===== src/inc/aur_pkg.sv =====
// Shared constants, field layout and helpers of the serial receiver/transmitter.
// Assumes a single 20 MHz system clock; bit clocks arrive as sampled pins.
package aur_pkg;
  localparam int ADDR_W = 5;
  localparam logic [4:0] ADDR_CTRL = 5'h00;
  localparam logic [4:0] ADDR_TXDATA = 5'h04;
  localparam logic [4:0] ADDR_RXDATA = 5'h08;
  localparam logic [4:0] ADDR_STATUS = 5'h0C;
  localparam logic [4:0] ADDR_IRQ_STATUS = 5'h10;
  localparam logic [4:0] ADDR_IRQ_CLEAR = 5'h14;
  localparam logic [4:0] ADDR_IRQ_ENABLE = 5'h18;
  localparam logic [4:0] ADDR_CLEAR = 5'h1C;

  // Format control fields, common to both directions
  localparam int CTRL_W = 5;
  localparam int CTRL_LEN_LO = 0;
  localparam int CTRL_LEN_HI = 1;
  localparam int CTRL_STOP = 2;
  localparam int CTRL_SENSE = 3;
  localparam int CTRL_OMIT = 4;
  localparam logic [4:0] CTRL_RESET = 5'h00;

  localparam int ST_PERR = 0;
  localparam int ST_FERR = 1;
  localparam int ST_OVR = 2;
  localparam int ST_DAV = 3;
  localparam int ST_TBMT = 4;
  localparam int ST_EOC = 5;

  localparam int IRQ_W = 3;
  localparam int IRQ_RX = 0;
  localparam int IRQ_TX = 1;
  localparam int IRQ_ERR = 2;

  // Sixteen bit-clock ticks per bit; centre sample after eight ticks
  localparam int BIT_TICKS = 16;
  localparam logic [3:0] TICK_LAST = 4'(BIT_TICKS - 1);
  localparam logic [3:0] TICK_CENTRE = 4'(BIT_TICKS / 2 - 1);
  localparam logic [3:0] MIN_BITS = 4'h5;

  typedef enum logic [4:0] {
    AUR_IDLE = 5'h01,
    AUR_START = 5'h02,
    AUR_DATA = 5'h04,
    AUR_PARITY = 5'h08,
    AUR_STOP = 5'h10
  } aur_state_t;

  function automatic logic [3:0] data_bits(input logic [1:0] len);
    data_bits = MIN_BITS + {2'h0, len};
  endfunction

  // Sense high selects even parity
  function automatic logic parity_of(input logic [7:0] data, input logic sense);
    parity_of = (^data) ^ ~sense;
  endfunction
endpackage


===== src/aur_rx.sv =====
// Receive shifter: start detect, centre sampling, parity and stop checks.
// Assumes serial_bit and tick are already synchronous to clk.
module aur_rx (
  input wire logic clk,
  input wire logic reset_n,
  input wire logic clk_en,
  input wire logic clear,
  input wire logic tick,
  input wire logic serial_bit,
  input wire logic [1:0] len,
  input wire logic omit,
  input wire logic sense,
  output logic done,
  output logic [7:0] data,
  output logic perr,
  output logic ferr
);
  aur_pkg::aur_state_t state, next_state;
  logic [3:0] cnt, next_cnt;
  logic [2:0] idx, next_idx;
  logic [7:0] next_data;
  logic next_done, next_perr, next_ferr;

  always_comb begin
    next_state = state;
    next_cnt = tick ? cnt + 4'h1 : cnt;
    next_idx = idx;
    next_data = data;
    next_done = 1'b0;
    next_perr = perr;
    next_ferr = ferr;
    unique case (state)
      aur_pkg::AUR_IDLE: begin
        next_cnt = 4'h0;
        if (tick && !serial_bit) begin
          next_state = aur_pkg::AUR_START;
        end
      end
      aur_pkg::AUR_START: begin
        if (tick && cnt == aur_pkg::TICK_CENTRE) begin
          next_cnt = 4'h0;
          next_idx = 3'h0;
          next_data = 8'h00;
          // A short glitch is rejected here rather than framed as a character
          next_state = serial_bit ? aur_pkg::AUR_IDLE : aur_pkg::AUR_DATA;
        end
      end
      aur_pkg::AUR_DATA: begin
        if (tick && cnt == aur_pkg::TICK_LAST) begin
          next_data[idx] = serial_bit;
          next_idx = idx + 3'h1;
          if ({1'b0, idx} == aur_pkg::data_bits(len) - 4'h1) begin
            next_state = omit ? aur_pkg::AUR_STOP : aur_pkg::AUR_PARITY;
          end
        end
      end
      aur_pkg::AUR_PARITY: begin
        if (tick && cnt == aur_pkg::TICK_LAST) begin
          next_perr = serial_bit != aur_pkg::parity_of(data, sense);
          next_state = aur_pkg::AUR_STOP;
        end
      end
      aur_pkg::AUR_STOP: begin
        if (tick && cnt == aur_pkg::TICK_LAST) begin
          next_ferr = !serial_bit;
          if (omit) begin
            next_perr = 1'b0;
          end
          next_done = 1'b1;
          next_state = aur_pkg::AUR_IDLE;
        end
      end
      default: next_state = aur_pkg::AUR_IDLE;
    endcase
    if (clear) begin
      next_state = aur_pkg::AUR_IDLE;
      next_data = 8'h00;
      next_done = 1'b0;
      next_perr = 1'b0;
      next_ferr = 1'b0;
    end
  end

  always_ff @(posedge clk or negedge reset_n) begin
    if (!reset_n) begin
      state <= aur_pkg::AUR_IDLE;
      cnt <= 4'h0;
      idx <= 3'h0;
      data <= 8'h00;
      done <= 1'b0;
      perr <= 1'b0;
      ferr <= 1'b0;
    end else if (clk_en) begin
      state <= next_state;
      cnt <= next_cnt;
      idx <= next_idx;
      data <= next_data;
      done <= next_done;
      perr <= next_perr;
      ferr <= next_ferr;
    end
  end
endmodule // aur_rx


===== src/aur_top.sv =====
// Serial receiver/transmitter with Avalon-MM register access and tri-state host pins.
// Assumes bit clocks, serial input and enables are asynchronous pins; one system clock.
// Notes on behaviour
// - Receiver and transmitter each step on their own bit clock.
// - Transmit character sent with start, optional parity and stop bits.
// - Character length selectable as 5, 6, 7 or 8 bits.
// - Odd, even or no parity; one or two stop bits.
// - One format control set serves both directions.
// - Received serial bits presented as a parallel character.
// - Parity and stop faults each reported on their own flag.
// - Holding buffer and output buffer double buffer both directions.
// - Overrun flagged when a character lands before the previous was read.
// - Each received bit sampled at the centre of its period.
// - Received data and status pins are tri-state with enables.
// - Master clear empties shifters and clears data, fault and overrun flags; interrupt status is kept; not needed after reset.
// - Fully static; stopped bit clocks simply hold state.
// - With parity omitted no parity bit is sent and parity fault stays low.
// - Serial output idles high.
//
// The Avalon-MM slave port and the address map were decided locally.
module aur_top (
  input wire logic clk,
  input wire logic reset_n,
  input wire logic clk_en,
  input wire logic [aur_pkg::ADDR_W-1:0] avs_address,
  input wire logic avs_read,
  input wire logic avs_write,
  input wire logic [31:0] avs_writedata,
  output logic [31:0] avs_readdata,
  output logic avs_waitrequest,
  input wire logic tx_bit_clock,
  input wire logic rx_bit_clock,
  input wire logic serial_in,
  input wire logic master_clear,
  input wire logic rx_data_enable_n,
  input wire logic status_enable_n,
  output logic serial_out,
  output logic end_of_char,
  output logic [7:0] rx_parallel_out,
  output logic rx_parallel_oe_n,
  output logic parity_fault_flag,
  output logic framing_fault_flag,
  output logic overrun_flag,
  output logic data_avail_flag,
  output logic tx_empty_flag,
  output logic status_oe_n,
  output logic irq
);
  // Pin synchronisers; stage one feeds only stage two
  localparam int NSYNC = 6;
  // Idle level of each pin; a clear stage reset high would swallow the first bus write
  localparam logic [NSYNC-1:0] SYNC_IDLE = 6'h37;
  logic [NSYNC-1:0] pin_raw, pin_s1, pin_s2, pin_s3;
  assign pin_raw = {status_enable_n, rx_data_enable_n, master_clear, serial_in,
                    rx_bit_clock, tx_bit_clock};

  always_ff @(posedge clk or negedge reset_n) begin
    if (!reset_n) begin
      pin_s1 <= SYNC_IDLE;
      pin_s2 <= SYNC_IDLE;
      pin_s3 <= SYNC_IDLE;
    end else if (clk_en) begin
      pin_s1 <= pin_raw;
      pin_s2 <= pin_s1;
      pin_s3 <= pin_s2;
    end
  end

  logic tx_tick, rx_tick, rx_line, clear_pin;
  assign tx_tick = pin_s2[0] & ~pin_s3[0];
  assign rx_tick = pin_s2[1] & ~pin_s3[1];
  assign rx_line = pin_s2[2];
  assign clear_pin = pin_s2[3];

  // Bus slave: one wait cycle, effects land on the edge that waitrequest is low
  logic served, next_served;
  logic [31:0] next_readdata;
  logic req, acc, wr_acc, rd_acc;
  logic [aur_pkg::CTRL_W-1:0] ctrl, next_ctrl;
  logic [aur_pkg::IRQ_W-1:0] irq_status, next_irq_status, irq_enable, next_irq_enable;
  logic [aur_pkg::IRQ_W-1:0] events;
  logic [7:0] hold, next_hold;
  logic hold_full, next_hold_full;
  logic dav, next_dav, perr_f, next_perr_f, ferr_f, next_ferr_f, ovr, next_ovr;
  logic [7:0] rx_buf, next_rx_buf;
  logic clear;

  assign req = avs_read | avs_write;
  assign acc = req & served;
  assign wr_acc = avs_write & served;
  assign rd_acc = avs_read & served;
  assign avs_waitrequest = req & ~served;
  assign clear = clear_pin | (wr_acc && avs_address == aur_pkg::ADDR_CLEAR);

  always_comb begin
    next_served = req & ~served;
    next_readdata = avs_readdata;
    next_ctrl = ctrl;
    next_irq_enable = irq_enable;
    if (req && !served) begin
      unique case (avs_address)
        aur_pkg::ADDR_CTRL: next_readdata = {27'h0, ctrl};
        aur_pkg::ADDR_TXDATA: next_readdata = {24'h0, hold};
        aur_pkg::ADDR_RXDATA: next_readdata = {24'h0, rx_buf};
        aur_pkg::ADDR_STATUS: next_readdata = {26'h0, end_of_char, ~hold_full, dav, ovr,
                                               ferr_f, perr_f};
        aur_pkg::ADDR_IRQ_STATUS: next_readdata = {29'h0, irq_status};
        aur_pkg::ADDR_IRQ_ENABLE: next_readdata = {29'h0, irq_enable};
        default: next_readdata = 32'h0;
      endcase
    end
    if (wr_acc && avs_address == aur_pkg::ADDR_CTRL) begin
      next_ctrl = avs_writedata[aur_pkg::CTRL_W-1:0];
    end
    if (wr_acc && avs_address == aur_pkg::ADDR_IRQ_ENABLE) begin
      next_irq_enable = avs_writedata[aur_pkg::IRQ_W-1:0];
    end
    next_irq_status = irq_status;
    if (wr_acc && avs_address == aur_pkg::ADDR_IRQ_CLEAR) begin
      next_irq_status = irq_status & ~avs_writedata[aur_pkg::IRQ_W-1:0];
    end
    // Set after clear so a same-cycle event is kept
    next_irq_status = next_irq_status | events;
  end

  always_ff @(posedge clk or negedge reset_n) begin
    if (!reset_n) begin
      served <= 1'b0;
      avs_readdata <= 32'h0;
      ctrl <= aur_pkg::CTRL_RESET;
      irq_status <= '0;
      irq_enable <= '0;
    end else if (clk_en) begin
      served <= next_served;
      avs_readdata <= next_readdata;
      ctrl <= next_ctrl;
      irq_status <= next_irq_status;
      irq_enable <= next_irq_enable;
    end
  end

  assign irq = |(irq_status & irq_enable);

  logic [1:0] len;
  logic two_stop, sense, omit;
  assign len = {ctrl[aur_pkg::CTRL_LEN_HI], ctrl[aur_pkg::CTRL_LEN_LO]};
  assign two_stop = ctrl[aur_pkg::CTRL_STOP];
  assign sense = ctrl[aur_pkg::CTRL_SENSE];
  assign omit = ctrl[aur_pkg::CTRL_OMIT];

  // Transmitter
  aur_pkg::aur_state_t tx_state, next_tx_state;
  logic [3:0] tx_cnt, next_tx_cnt;
  logic [2:0] tx_idx, next_tx_idx;
  logic tx_stop2, next_tx_stop2, tx_par, next_tx_par, next_so, next_eoc, bit_end;
  logic [7:0] tx_shift, next_tx_shift, masked;
  assign bit_end = tx_tick && tx_cnt == aur_pkg::TICK_LAST;
  assign masked = hold & 8'(~(8'hFF << aur_pkg::data_bits(len)));

  always_comb begin
    next_tx_state = tx_state;
    next_tx_cnt = tx_tick ? tx_cnt + 4'h1 : tx_cnt;
    next_tx_idx = tx_idx;
    next_tx_stop2 = tx_stop2;
    next_tx_par = tx_par;
    next_tx_shift = tx_shift;
    next_hold = hold;
    next_hold_full = hold_full;
    next_eoc = end_of_char;
    unique case (tx_state)
      aur_pkg::AUR_IDLE: begin
        next_tx_cnt = 4'h0;
        next_eoc = 1'b1;
        if (hold_full) begin
          next_tx_shift = masked;
          next_tx_par = aur_pkg::parity_of(masked, sense);
          next_hold_full = 1'b0;
          next_eoc = 1'b0;
          next_tx_state = aur_pkg::AUR_START;
        end
      end
      aur_pkg::AUR_START: begin
        if (bit_end) begin
          next_tx_idx = 3'h0;
          next_tx_state = aur_pkg::AUR_DATA;
        end
      end
      aur_pkg::AUR_DATA: begin
        if (bit_end) begin
          next_tx_shift = {1'b0, tx_shift[7:1]};
          next_tx_idx = tx_idx + 3'h1;
          if ({1'b0, tx_idx} == aur_pkg::data_bits(len) - 4'h1) begin
            next_tx_stop2 = 1'b0;
            next_tx_state = omit ? aur_pkg::AUR_STOP : aur_pkg::AUR_PARITY;
          end
        end
      end
      aur_pkg::AUR_PARITY: begin
        if (bit_end) begin
          next_tx_stop2 = 1'b0;
          next_tx_state = aur_pkg::AUR_STOP;
        end
      end
      aur_pkg::AUR_STOP: begin
        if (bit_end) begin
          if (two_stop && !tx_stop2) begin
            next_tx_stop2 = 1'b1;
          end else begin
            // Back-to-back characters show end of character for one cycle only
            next_eoc = 1'b1;
            next_tx_state = aur_pkg::AUR_IDLE;
          end
        end
      end
      default: next_tx_state = aur_pkg::AUR_IDLE;
    endcase
    if (wr_acc && avs_address == aur_pkg::ADDR_TXDATA) begin
      next_hold = avs_writedata[7:0];
      next_hold_full = 1'b1;
    end
    if (clear) begin
      next_tx_state = aur_pkg::AUR_IDLE;
      next_hold_full = 1'b0;
      next_tx_shift = 8'h00;
      next_eoc = 1'b1;
    end
    unique case (next_tx_state)
      aur_pkg::AUR_START: next_so = 1'b0;
      aur_pkg::AUR_DATA: next_so = next_tx_shift[0];
      aur_pkg::AUR_PARITY: next_so = next_tx_par;
      default: next_so = 1'b1;
    endcase
  end

  always_ff @(posedge clk or negedge reset_n) begin
    if (!reset_n) begin
      tx_state <= aur_pkg::AUR_IDLE;
      tx_cnt <= 4'h0;
      tx_idx <= 3'h0;
      tx_stop2 <= 1'b0;
      tx_par <= 1'b0;
      tx_shift <= 8'h00;
      hold <= 8'h00;
      hold_full <= 1'b0;
      serial_out <= 1'b1;
      end_of_char <= 1'b1;
    end else if (clk_en) begin
      tx_state <= next_tx_state;
      tx_cnt <= next_tx_cnt;
      tx_idx <= next_tx_idx;
      tx_stop2 <= next_tx_stop2;
      tx_par <= next_tx_par;
      tx_shift <= next_tx_shift;
      hold <= next_hold;
      hold_full <= next_hold_full;
      serial_out <= next_so;
      end_of_char <= next_eoc;
    end
  end

  // Receiver and its output buffer
  logic rx_done, rx_perr, rx_ferr;
  logic [7:0] rx_data;

  aur_rx u_rx (
    .clk(clk),
    .reset_n(reset_n),
    .clk_en(clk_en),
    .clear(clear),
    .tick(rx_tick),
    .serial_bit(rx_line),
    .len(len),
    .omit(omit),
    .sense(sense),
    .done(rx_done),
    .data(rx_data),
    .perr(rx_perr),
    .ferr(rx_ferr)
  );

  always_comb begin
    next_rx_buf = rx_buf;
    next_dav = dav;
    next_perr_f = perr_f;
    next_ferr_f = ferr_f;
    next_ovr = ovr;
    if (rd_acc && avs_address == aur_pkg::ADDR_RXDATA) begin
      next_dav = 1'b0;
    end
    if (rx_done) begin
      next_rx_buf = rx_data;
      next_perr_f = rx_perr;
      next_ferr_f = rx_ferr;
      next_ovr = dav;
      next_dav = 1'b1;
    end
    if (clear) begin
      next_dav = 1'b0;
      next_perr_f = 1'b0;
      next_ferr_f = 1'b0;
      next_ovr = 1'b0;
    end
    events = '0;
    events[aur_pkg::IRQ_RX] = rx_done;
    events[aur_pkg::IRQ_ERR] = rx_done & (rx_perr | rx_ferr | dav);
    events[aur_pkg::IRQ_TX] = hold_full & ~next_hold_full & ~clear;
  end

  always_ff @(posedge clk or negedge reset_n) begin
    if (!reset_n) begin
      rx_buf <= 8'h00;
      dav <= 1'b0;
      perr_f <= 1'b0;
      ferr_f <= 1'b0;
      ovr <= 1'b0;
    end else if (clk_en) begin
      rx_buf <= next_rx_buf;
      dav <= next_dav;
      perr_f <= next_perr_f;
      ferr_f <= next_ferr_f;
      ovr <= next_ovr;
    end
  end

  // Tri-state host pins; enables pass the synchronisers so add two cycles of latency
  assign rx_parallel_out = rx_buf;
  assign rx_parallel_oe_n = pin_s2[4];
  assign status_oe_n = pin_s2[5];
  assign parity_fault_flag = perr_f;
  assign framing_fault_flag = ferr_f;
  assign overrun_flag = ovr;
  assign data_avail_flag = dav;
  assign tx_empty_flag = ~hold_full;
endmodule // aur_top


===== config.mk =====
export PLATFORM = sky130hd
export DESIGN_NAME = aur_top
export DESIGN_NICKNAME = d
export VERILOG_FILES = /design/src/inc/aur_pkg.sv /design/src/aur_rx.sv /design/src/aur_top.sv
export SDC_FILE = /design/constraint.sdc
export NUM_CORES = 1
export LEC_CHECK = 0
export BUFFER_PORTS_ARGS = -buffer_cell sky130_fd_sc_hd__buf_2
export CORE_MARGIN = 5
export CORE_UTILIZATION = 55
export DETAILED_ROUTE_END_ITERATION = 10
export GPL_ROUTABILITY_DRIVEN = 1
export PLACE_DENSITY = 0.79
export RECOVER_POWER = 25
export REMOVE_ABC_BUFFERS = 1
export SYNTH_ARGS = -nofsm -noshare
export SYNTH_HDL_FRONTEND = slang
export SYNTH_HIERARCHICAL = 1
export SYNTH_SLANG_ARGS = --single-unit

===== constraint.sdc =====
create_clock -name clk -period 2.75 [get_ports clk]
set_input_delay 0.1375 -clock clk [delete_from_list [all_inputs] [get_ports clk]]
set_output_delay 0.1375 -clock clk [all_outputs]
set_load 0.01 [all_outputs]

# After elaboration in Yosys (flattened, before gate mapping)
# Cells that the tools add are included.
[word_totals]
regBits = 126
input_bits = 48
output_inout_bits = 51
word_cells = 241
[op_classes]
addsub = 6
order_cmp = 2
n_eq_ne = 45
n_shift = 1
mux = 80
bitwise = 27
reduce_logical = 49
[ops]
columns = ["op", "n"]
rows = [
  ["5-bit 2-to-1 mux", 16],
  ["5-bit case mux with 5 select lines", 2],
  ["8-bit 2-to-1 mux", 6],
  ["8-bit case mux with 6 select lines", 1],
  ["1-bit 2-to-1 mux", 34],
  ["8-bit case mux with 2 select lines", 2],
  ["5-bit == test (second input constant)", 6],
  ["5-bit by 4-bit == test with 1-bit output (second input constant)", 5],
  ["5-bit by 3-bit == test with 1-bit output (second input constant)", 4],
  ["4-bit AND reduction", 5],
  ["3-bit 2-to-1 mux", 6],
  ["3-bit by 2-bit inequality test with 1-bit output (second input constant)", 6],
  ["3-bit nonzero test", 6],
  ["4-bit 2-to-1 mux", 4],
  ["2-bit AND reduction", 8],
  ["8-bit parity", 2],
  ["5-bit by 2-bit == test with 1-bit output (second input constant)", 3],
  ["3-bit inequality test (second input constant)", 5],
  ["7-bit AND reduction", 2],
  ["1-bit logical AND", 13],
  ["2-bit inequality test (second input constant)", 6],
  ["3-bit case mux with 2 select lines", 2],
  ["2-bit nonzero test", 6],
  ["5-bit by 1-bit == test with 1-bit output (second input constant)", 2],
  ["other kinds (31)", 58],
]

# Logic depth before layout (Yosys ltp)
# Gate-level depths: netlist of the first run.
[depth]
ltp_word = 9
ltp_mapped = 12
ltp_nobuf = 9

# By module
# Netlist of the first run, hierarchy kept.
[modules_own_cells]
columns = ["mod", "n_inst", "cells_each", "area_each_um2", "seq_area_each_um2"]
rows = [
  ["aur_top", 1, 390, 4164.0, 1995.7],
  ["aur_rx", 1, 170, 1521.5, 576.8],
]

# Least setup slack after synthesis of the first run
# No wires, ideal clock.
[synth_path]
kind = "register -> register"
startpoint = "reg served"
endpoint = "reg u_rx.data[0]"
setup_ps = 96
arrival_time_ps = 2389
t_required_ps = 2654
slack_ps = 266
stages_incl_launch_ff = 12
path_buffers = 3
synth_period_minus_slack_ps = 2484
cell_sequence = "dfrtp_1 > clkbuf_1 > nand4_1 > nor2_1 > nor2_1 > inv_1 > buf_2 > nor3_1 > nand3_1 > clkbuf_1 > or4_4 > o31ai_1"
[synth_between]
elab_chain_len = 5
elab_cells_between_ends = 8
cone_classes = "2 x eq/ne; 1 x mux; 2 x bitwise; 3 x reduce/logical"
[synth_lines]
columns = ["element", "line_no", "text"]
rows = [
  ["start, declared", "aur_top.sv:76", "logic served, next_served;"],
  ["start signal, assigned", "aur_top.sv:134", "served <= next_served;"],
  ["1-bit AND *", "aur_top.sv:90", "assign wr_acc = avs_write & served;"],
  ["1-bit logical AND *", "aur_top.sv:93", "assign clear = clear_pin | (wr_acc && avs_address == aur_pkg::ADDR_CLEAR);"],
  ["1-bit OR *", "aur_top.sv:93", ""],
  ["via clear", "aur_top.sv:86", "logic clear;"],
  ["3-bit by 2-bit inequality test with 1-bit output (no line) / 3-bit nonzero test (equally long branches)", "n/a", ""],
  ["4-bit AND reduction (no line)", "n/a", ""],
  ["end signal, assigned", "aur_rx.sv:97", "data <= next_data;"],
  ["end, declared", "aur_rx.sv:14", "output logic [7:0] data,"],
]
# The timed path passes the listed nets; every way through them passes the cells marked *.
# A chain may end at the register's enable or synchronous reset.

# Worst setup path after layout of the first run
# Ends and elaborated chain as after synthesis.

==> out/metrics.csv, run 1 <==
stage,metric,value,unit
timing,tightest_slew,1560,ps
placed_design,dp_hpwl,9732,um
power_and_ir_drop,power.switching,1.008,mW
timing,relSlewSlack,-3.981,%
grt,overflow,0,
clock_network,root_buffer,clkbuf_8,
logic_synthesis,ys_types,66,
worst_setup_path,arrival,2720,ps
floorplan,io_pins,99,
floorplan,die_y,111.7,um
hold_path,holdCritPathClass,input pin to flop,
power_and_ir_drop,power.density,522.8,mW/mm2
power_and_ir_drop,clkPwrFrac,28.5,%
layout,final_common_cell,dfrtp_1,
clock_network,clk_latency,360,ps
logic_synthesis,seq_area_frac_synth,45.25,%
power_and_ir_drop,pwr-share-seq,53.3,%
layout,final_design_area_no_fill,0.006237,mm2
timing,tns,0,ps
grt,antenna_found_initial,0,
placed_design,dpl-instance-area,0.005997,mm2
outcome,outcome,"finished, violations left",
outcome,violations,"capacitance limit, slew limit",
timing,slew_viol_final,61,
placed_design,place_congestion,0.9455,
grt,grt_pass1_wl,22120,um
timing,hold_ws,12.05,ps
worst_setup_path,critPathKind,flop to flop,
logic_synthesis,synth.largest_area_cell,dfrtp_1,
timing,clock.fmax,407.9,MHz
grt,grtUsageTotal,21.43,%
grt,grt_max_degree,62,
layout,drive_gt1_share,24.68,%
placed_design,port_buffers,50,
logic_synthesis,ys_top_cells_by_area,"dfrtp_1 38%, mux2_2 8.7%, dfstp_2 7.4%",
logic_synthesis,synth_edf_count,0,
logic_synthesis,synthesis.instances,560,
power_and_ir_drop,ir_worst_vdd,0.0003478,V
routing,viasPerCell,6.022,
layout,diodes,0,
clock_network,cts_made_buffers,9,
grt,grt_pass1_vias,4334,
layout,final_core_util,61.24,%
clock_network,clock_sinks,102,
timing,setup_viol,0,
routing,routedWlPerCell,17.68,um
worst_setup_path,crit_fanout,11,
floorplan,start_util,55.82,%
routing,drtAntennaViolNets,0,
clock_network,cts-htree-levels,3,
routing,wl,13370,um
logic_synthesis,syn_avg_cell_area,10.15,um2
logic_synthesis,synth-async-reset-ratio,100.0,%
worst_setup_path,cp_slowest_cell,or4_4,
logic_synthesis,ys_seq_elements,102,
worst_setup_path,cpPeakStageDelay,450,ps
layout,nets,670,
logic_synthesis,yosysWarnings,6,
logic_synthesis,syn_area,0.005685,mm2
power_and_ir_drop,intPower,2.253,mW
timing,finalHoldViolCount,0,
worst_setup_path,cp-start-kind,flop,
power_and_ir_drop,p_comb_share,18.2,%
logic_synthesis,synth-main-ff-cell,dfrtp_1,
clock_network,clock_path_buffers,2,
routing,num_vias,4553,
layout,most-common-layout-cells,"86 x dfrtp_1, 52 x nand2_1, 50 x o21ai_0",
worst_setup_path,crit_chain,nand4_1 -> nor2_1 -> nor2_1 -> inv_1 -> nor3_2 -> nand3_1 -> buf_4 -> or4_4 -> o31ai_1,
routing,drc_errors,0,
clock_network,clkTransAtPathRegs,110,ps
worst_setup_path,cp-end-kind,flop,
routing,drt-pass1-iter-count,5,
logic_synthesis,synth_top_area_share,37.85,%
worst_setup_path,worstPathRequired,3020,ps
timing,min_period_over_period,89.15,%
job,cap_violations,1,
clock_network,cts_tree,done,
worst_setup_path,crit_top_cell,nor2_1,
power_and_ir_drop,leakage,2.738,nW
routing,drt_iter0_drc,304,
timing,min_period,2452,ps
floorplan,num_rows,37,
floorplan,core,0.01018,mm2
timing,rsz0062_at_grt,false,
floorplan,dieArea,0.01247,mm2
timing,clock_skew,13.94,ps
floorplan,die_x,111.7,um
power_and_ir_drop,sw_frac_of_total,30.91,%
layout,area_growth,9.705,%
## kinds of logic (layout without fill, tap and decap cells)
kind of cell / count (synthesis) / after routing / share of synthesized area (%)
xor gates and xnor gates: 25 / 25 / 3.851
and+or+nand+nor: 166 / 166 / 15.01
AOI/OAI and AO/OA: 137 / 137 / 16.55
muxes: 51 / 51 / 10.61
other: 1 / 24 / 0.06596
buffers and inverters: 71 / 108 / 7.130
adders and majority gates: 7 / 7 / 1.540
DFF: 102 / 102 / 45.25
## sequential cells by signal (all words and copies together) (netlist names), 4 cells and up
name and flops:
avs_readdata 8, ctrl 5, hold 8, pin_s1 6
pin_s2 6, rx_parallel_out 8, tx_cnt 4, tx_shift 8
tx_state 5, u_rx/cnt 4, u_rx/data 8, u_rx/state 5
## power by group through the flow
stage	Combinational, mW	Clock, mW	Sequential [mW]
floorplan	0.382	0	1.73
global placement	0.557	0	1.75
detailed placement	0.578	0	1.76
CTS	0.588	0.945	1.73
global route	0.653	1.01	1.75
finish	0.594	0.928	1.74
## critical path, delay by kind of cell (launching register included)
family          cells  cell delay [ps]
compound gates      1              240
buf+inv             2              340
flops               1              390
simple gates        6             1390
## cell type report
type / instances / area (um2)
Timing Repair Buffer: 72 / 429.2
Sequential cell: 102 / 2572
Tap cell: 136 / 170.2
Inverter: 20 / 75.07
Clock buffer: 10 / 137.6
Clock inverter: 6 / 53.80
Multi-Input combinational cell: 410 / 2799
Fill cell: 870 / 3948
## repair_timing
item,in CTS,in global routing
hold buffers,5,1
endpoints found under the setup margin,0,1
resized for setup,0,1
setup buffers,0,0
endpoints found under the hold margin,51,1
## per-stage QoR
stage | setup WS [ps] | power [mW] | instances
floorplan | 202.3 | 2.109 | 532
global placement | 254.6 | 2.309 | 734
detailed placement | 202.7 | 2.337 | 734
CTS | 255.6 | 3.265 | 755
global route | 72.92 | 3.410 | 756
finish | 298.3 | 3.261 | 756
## path summary, 6_finish.rpt
| path | startpoint | end | slack, ps | depth (start not counted) |
|---|---|---|---|---|
| max in group asynchronous | reset_n | pin_s2[2]$_DFFE_PN1P_ | 1070 | 3 |
| min in group asynchronous | reset_n | tx_state[3]$_DFFE_PN0P_ | 690 | 2 |
| worst max-delay path | served$_DFFE_PN0P_ | u_rx/data[0]$_DFFE_PN0P_ | 300 | 9 |
| worst max register to register | served$_DFFE_PN0P_ | u_rx/data[0]$_DFFE_PN0P_ | 300 | 9 |
| worst min register to register | tx_shift[6]$_DFFE_PN0P_ | tx_shift[6]$_DFFE_PN0P_ | 500 | 2 |
| worst min-delay path | avs_writedata[7] | hold[7]$_DFFE_PN0P_ | 10 | 2 |
## synth_stat cells, drive strengths merged (3+ instances only)
library cell  count
a222oi            4
a22oi             8
nand3b            4
inv              20
a22o              5
nand2            52
nor3             17
and3              6
dfstp            16
a21oi            23
nor2b             5
mux2             44
ha                7
clkbuf           10
or3               6
mux4              3
a32o              6
nand4             8
o31ai             9
dfrtp            86
a31oi             8
buf              41
nor2             31
xor2              6
o22ai             5
nor3b             4
nand3            13
xnor2            19
nand2b            3
mux2i             4
o21ai            51
or4               4
nor4              3
## layer usage
metal	wire [um]	track usage (%)	share of wire [%]	vias up
met4	214	6.407	1.6	0
li1	-	-	-	2101
met1	5684	29.17	43	2248
met2	6710	35.85	50	184
met5	0	0	0	-
met3	759	2.880	5.7	20
Note: power is estimated with default switching activity, not from simulation.
==> run 2, diff against run 1 <==
- RECOVER_POWER: 25 -> 50
==> out/metrics.csv, run 2 (synthesized netlist as in run 1, its figures left out) <==
stage,metric,value,unit
floorplan,start_util,55.82,%
hold_path,min_from,rx_data_enable_n,
grt,grt_pass1_wl,22120,um
placed_design,dp_hpwl,9732,um
floorplan,die_x,111.7,um
floorplan,dieArea,0.01247,mm2
placed_design,place_congestion,0.9455,
clock_network,cts_tree,done,
layout,diodes,0,
worst_setup_path,arrival,2720,ps
timing,finalHoldViolCount,0,
worst_setup_path,reg2regPathDepth,9,
clock_network,cts-htree-levels,3,
worst_setup_path,timing.rr.start,served$_DFFE_PN0P_,
routing,routedWlPerCell,17.62,um
routing,wl,13320,um
worst_setup_path,crit_fanout,11,
timing,tightest_slew,1560,ps
layout,final_core_util,60.98,%
routing,drt_iter0_drc,340,
routing,drc_errors,0,
timing,min_period,2456,ps
routing,drt-pass1-iter-count,6,
layout,final_common_cell,dfrtp_1,
power_and_ir_drop,ir_worst_vdd,0.0003489,V
layout,nets,670,
job,cap_violations,1,
power_and_ir_drop,power.density,523.8,mW/mm2
clock_network,cts_made_buffers,9,
outcome,outcome,"finished, violations left",
layout,area_growth,9.243,%
outcome,violations,"capacitance limit, slew limit",
timing,clock.fmax,407.1,MHz
floorplan,die_y,111.7,um
clock_network,clock_sinks,102,
layout,most-common-layout-cells,"86 x dfrtp_1, 52 x nand2_1, 50 x o21ai_0",
timing,relSlewSlack,-3.993,%
placed_design,port_buffers,50,
clock_network,root_buffer,clkbuf_8,
timing,slew_viol_final,61,
timing,rsz0062_at_grt,false,
timing,setup_viol,0,
grt,grt_pass1_vias,4334,
grt,grtUsageTotal,21.43,%
clock_network,clk_latency,360,ps
power_and_ir_drop,leakage,2.665,nW
hold_path,hold_depth,2,
worst_setup_path,worstPathRequired,3020,ps
routing,drtAntennaViolNets,0,
timing,clock_skew,13.34,ps
routing,viasPerCell,5.988,
layout,drive_gt1_share,21.45,%
floorplan,num_rows,37,
worst_setup_path,cp-start-kind,flop,
routing,num_vias,4527,
grt,antenna_found_initial,0,
floorplan,io_pins,99,
hold_path,holdCritPathClass,input pin to flop,
clock_network,clock_path_buffers,2,
timing,min_period_over_period,89.32,%
worst_setup_path,cp-end-kind,flop,
timing,tns,0,ps
clock_network,clkTransAtPathRegs,110,ps
grt,grt_max_degree,62,
grt,overflow,0,
worst_setup_path,critPathKind,flop to flop,
floorplan,core,0.01018,mm2
worst_setup_path,cp-startpoint,served$_DFFE_PN0P_,
==> run 2: cell types whose count changed in the layout (fill, tap and decap cells not counted), sizes merged <==
cell,delta
buf,-17
clkbuf,+17
==> run 2: routing by layer <==
| layer | GRT usage (%) | vias up | share of wire [%] |
|---|---|---|---|
| li1 | - | 2092 | - |
| met1 | 29.17 | 2250 | 42 |
| met2 | 35.85 | 167 | 50 |
| met3 | 2.880 | 18 | 5.8 |
| met4 | 6.407 | 0 | 1.6 |
| met5 | 0 | - | 0 |
==> run 2: repair_timing <==
action / CTS / global route
endpoints found under the hold margin: 51 / 1
resized for setup: 0 / 1
hold buffers: 5 / 1
setup buffers: 0 / 0
endpoints found under the setup margin: 0 / 1
==> run 2: layout make-up <==
type | instances | area, um2
Inverter | 20 | 75.07
Clock inverter | 6 | 53.80
Timing Repair Buffer | 72 | 402.9
Clock buffer | 10 | 137.6
Tap cell | 136 | 170.2
Multi-Input combinational cell | 410 | 2799
Fill cell | 877 | 3974
Sequential cell | 102 | 2572
==> run 2: power by group <==
part | switching (mW) | leakage (nW) | internal, mW
combinational | 0.326 | 1.23 | 0.263
sequential | 0.124 | 1.34 | 1.61
clock | 0.553 | 0.101 | 0.373
==> run 2: stage by stage <==
stage	cell area, um2	total power, mW	setup WS (ps)	std cells	hold WS (ps)
2_1_floorplan	5441	2.109	202.3	532	-158.1
3_3_place_gp	5997	2.309	254.6	734	263.8
3_5_place_dp	5997	2.337	202.7	734	272.7
4_1_cts	6238	3.265	255.6	755	0.5118
5_1_grt	6211	3.406	76.26	756	4.502
6_report	6211	3.253	293.8	756	14.82
==> run 2: final timing paths <==
kind / end / slack [ps]
worst min register to register: tx_shift[6]$_DFFE_PN0P_ / 490
min in group asynchronous: tx_state[3]$_DFFE_PN0P_ / 690
max in group asynchronous: pin_s1[2]$_DFFE_PN1P_ / 1070
worst max-delay path: u_rx/data[0]$_DFFE_PN0P_ / 290
worst max register to register: u_rx/data[0]$_DFFE_PN0P_ / 290
worst min-delay path: pin_s1[4]$_DFFE_PN1P_ / 10
==> run 2: worst max-delay path, cell delays in order, from the launching register on <==
cell,delay [ps]
dfrtp_1,390
nand4_1,120
nor2_1,80
nor2_1,340
inv_1,140
nor3_2,260
nand3_1,150
buf_4,210
or4_4,450
o31ai_1,240
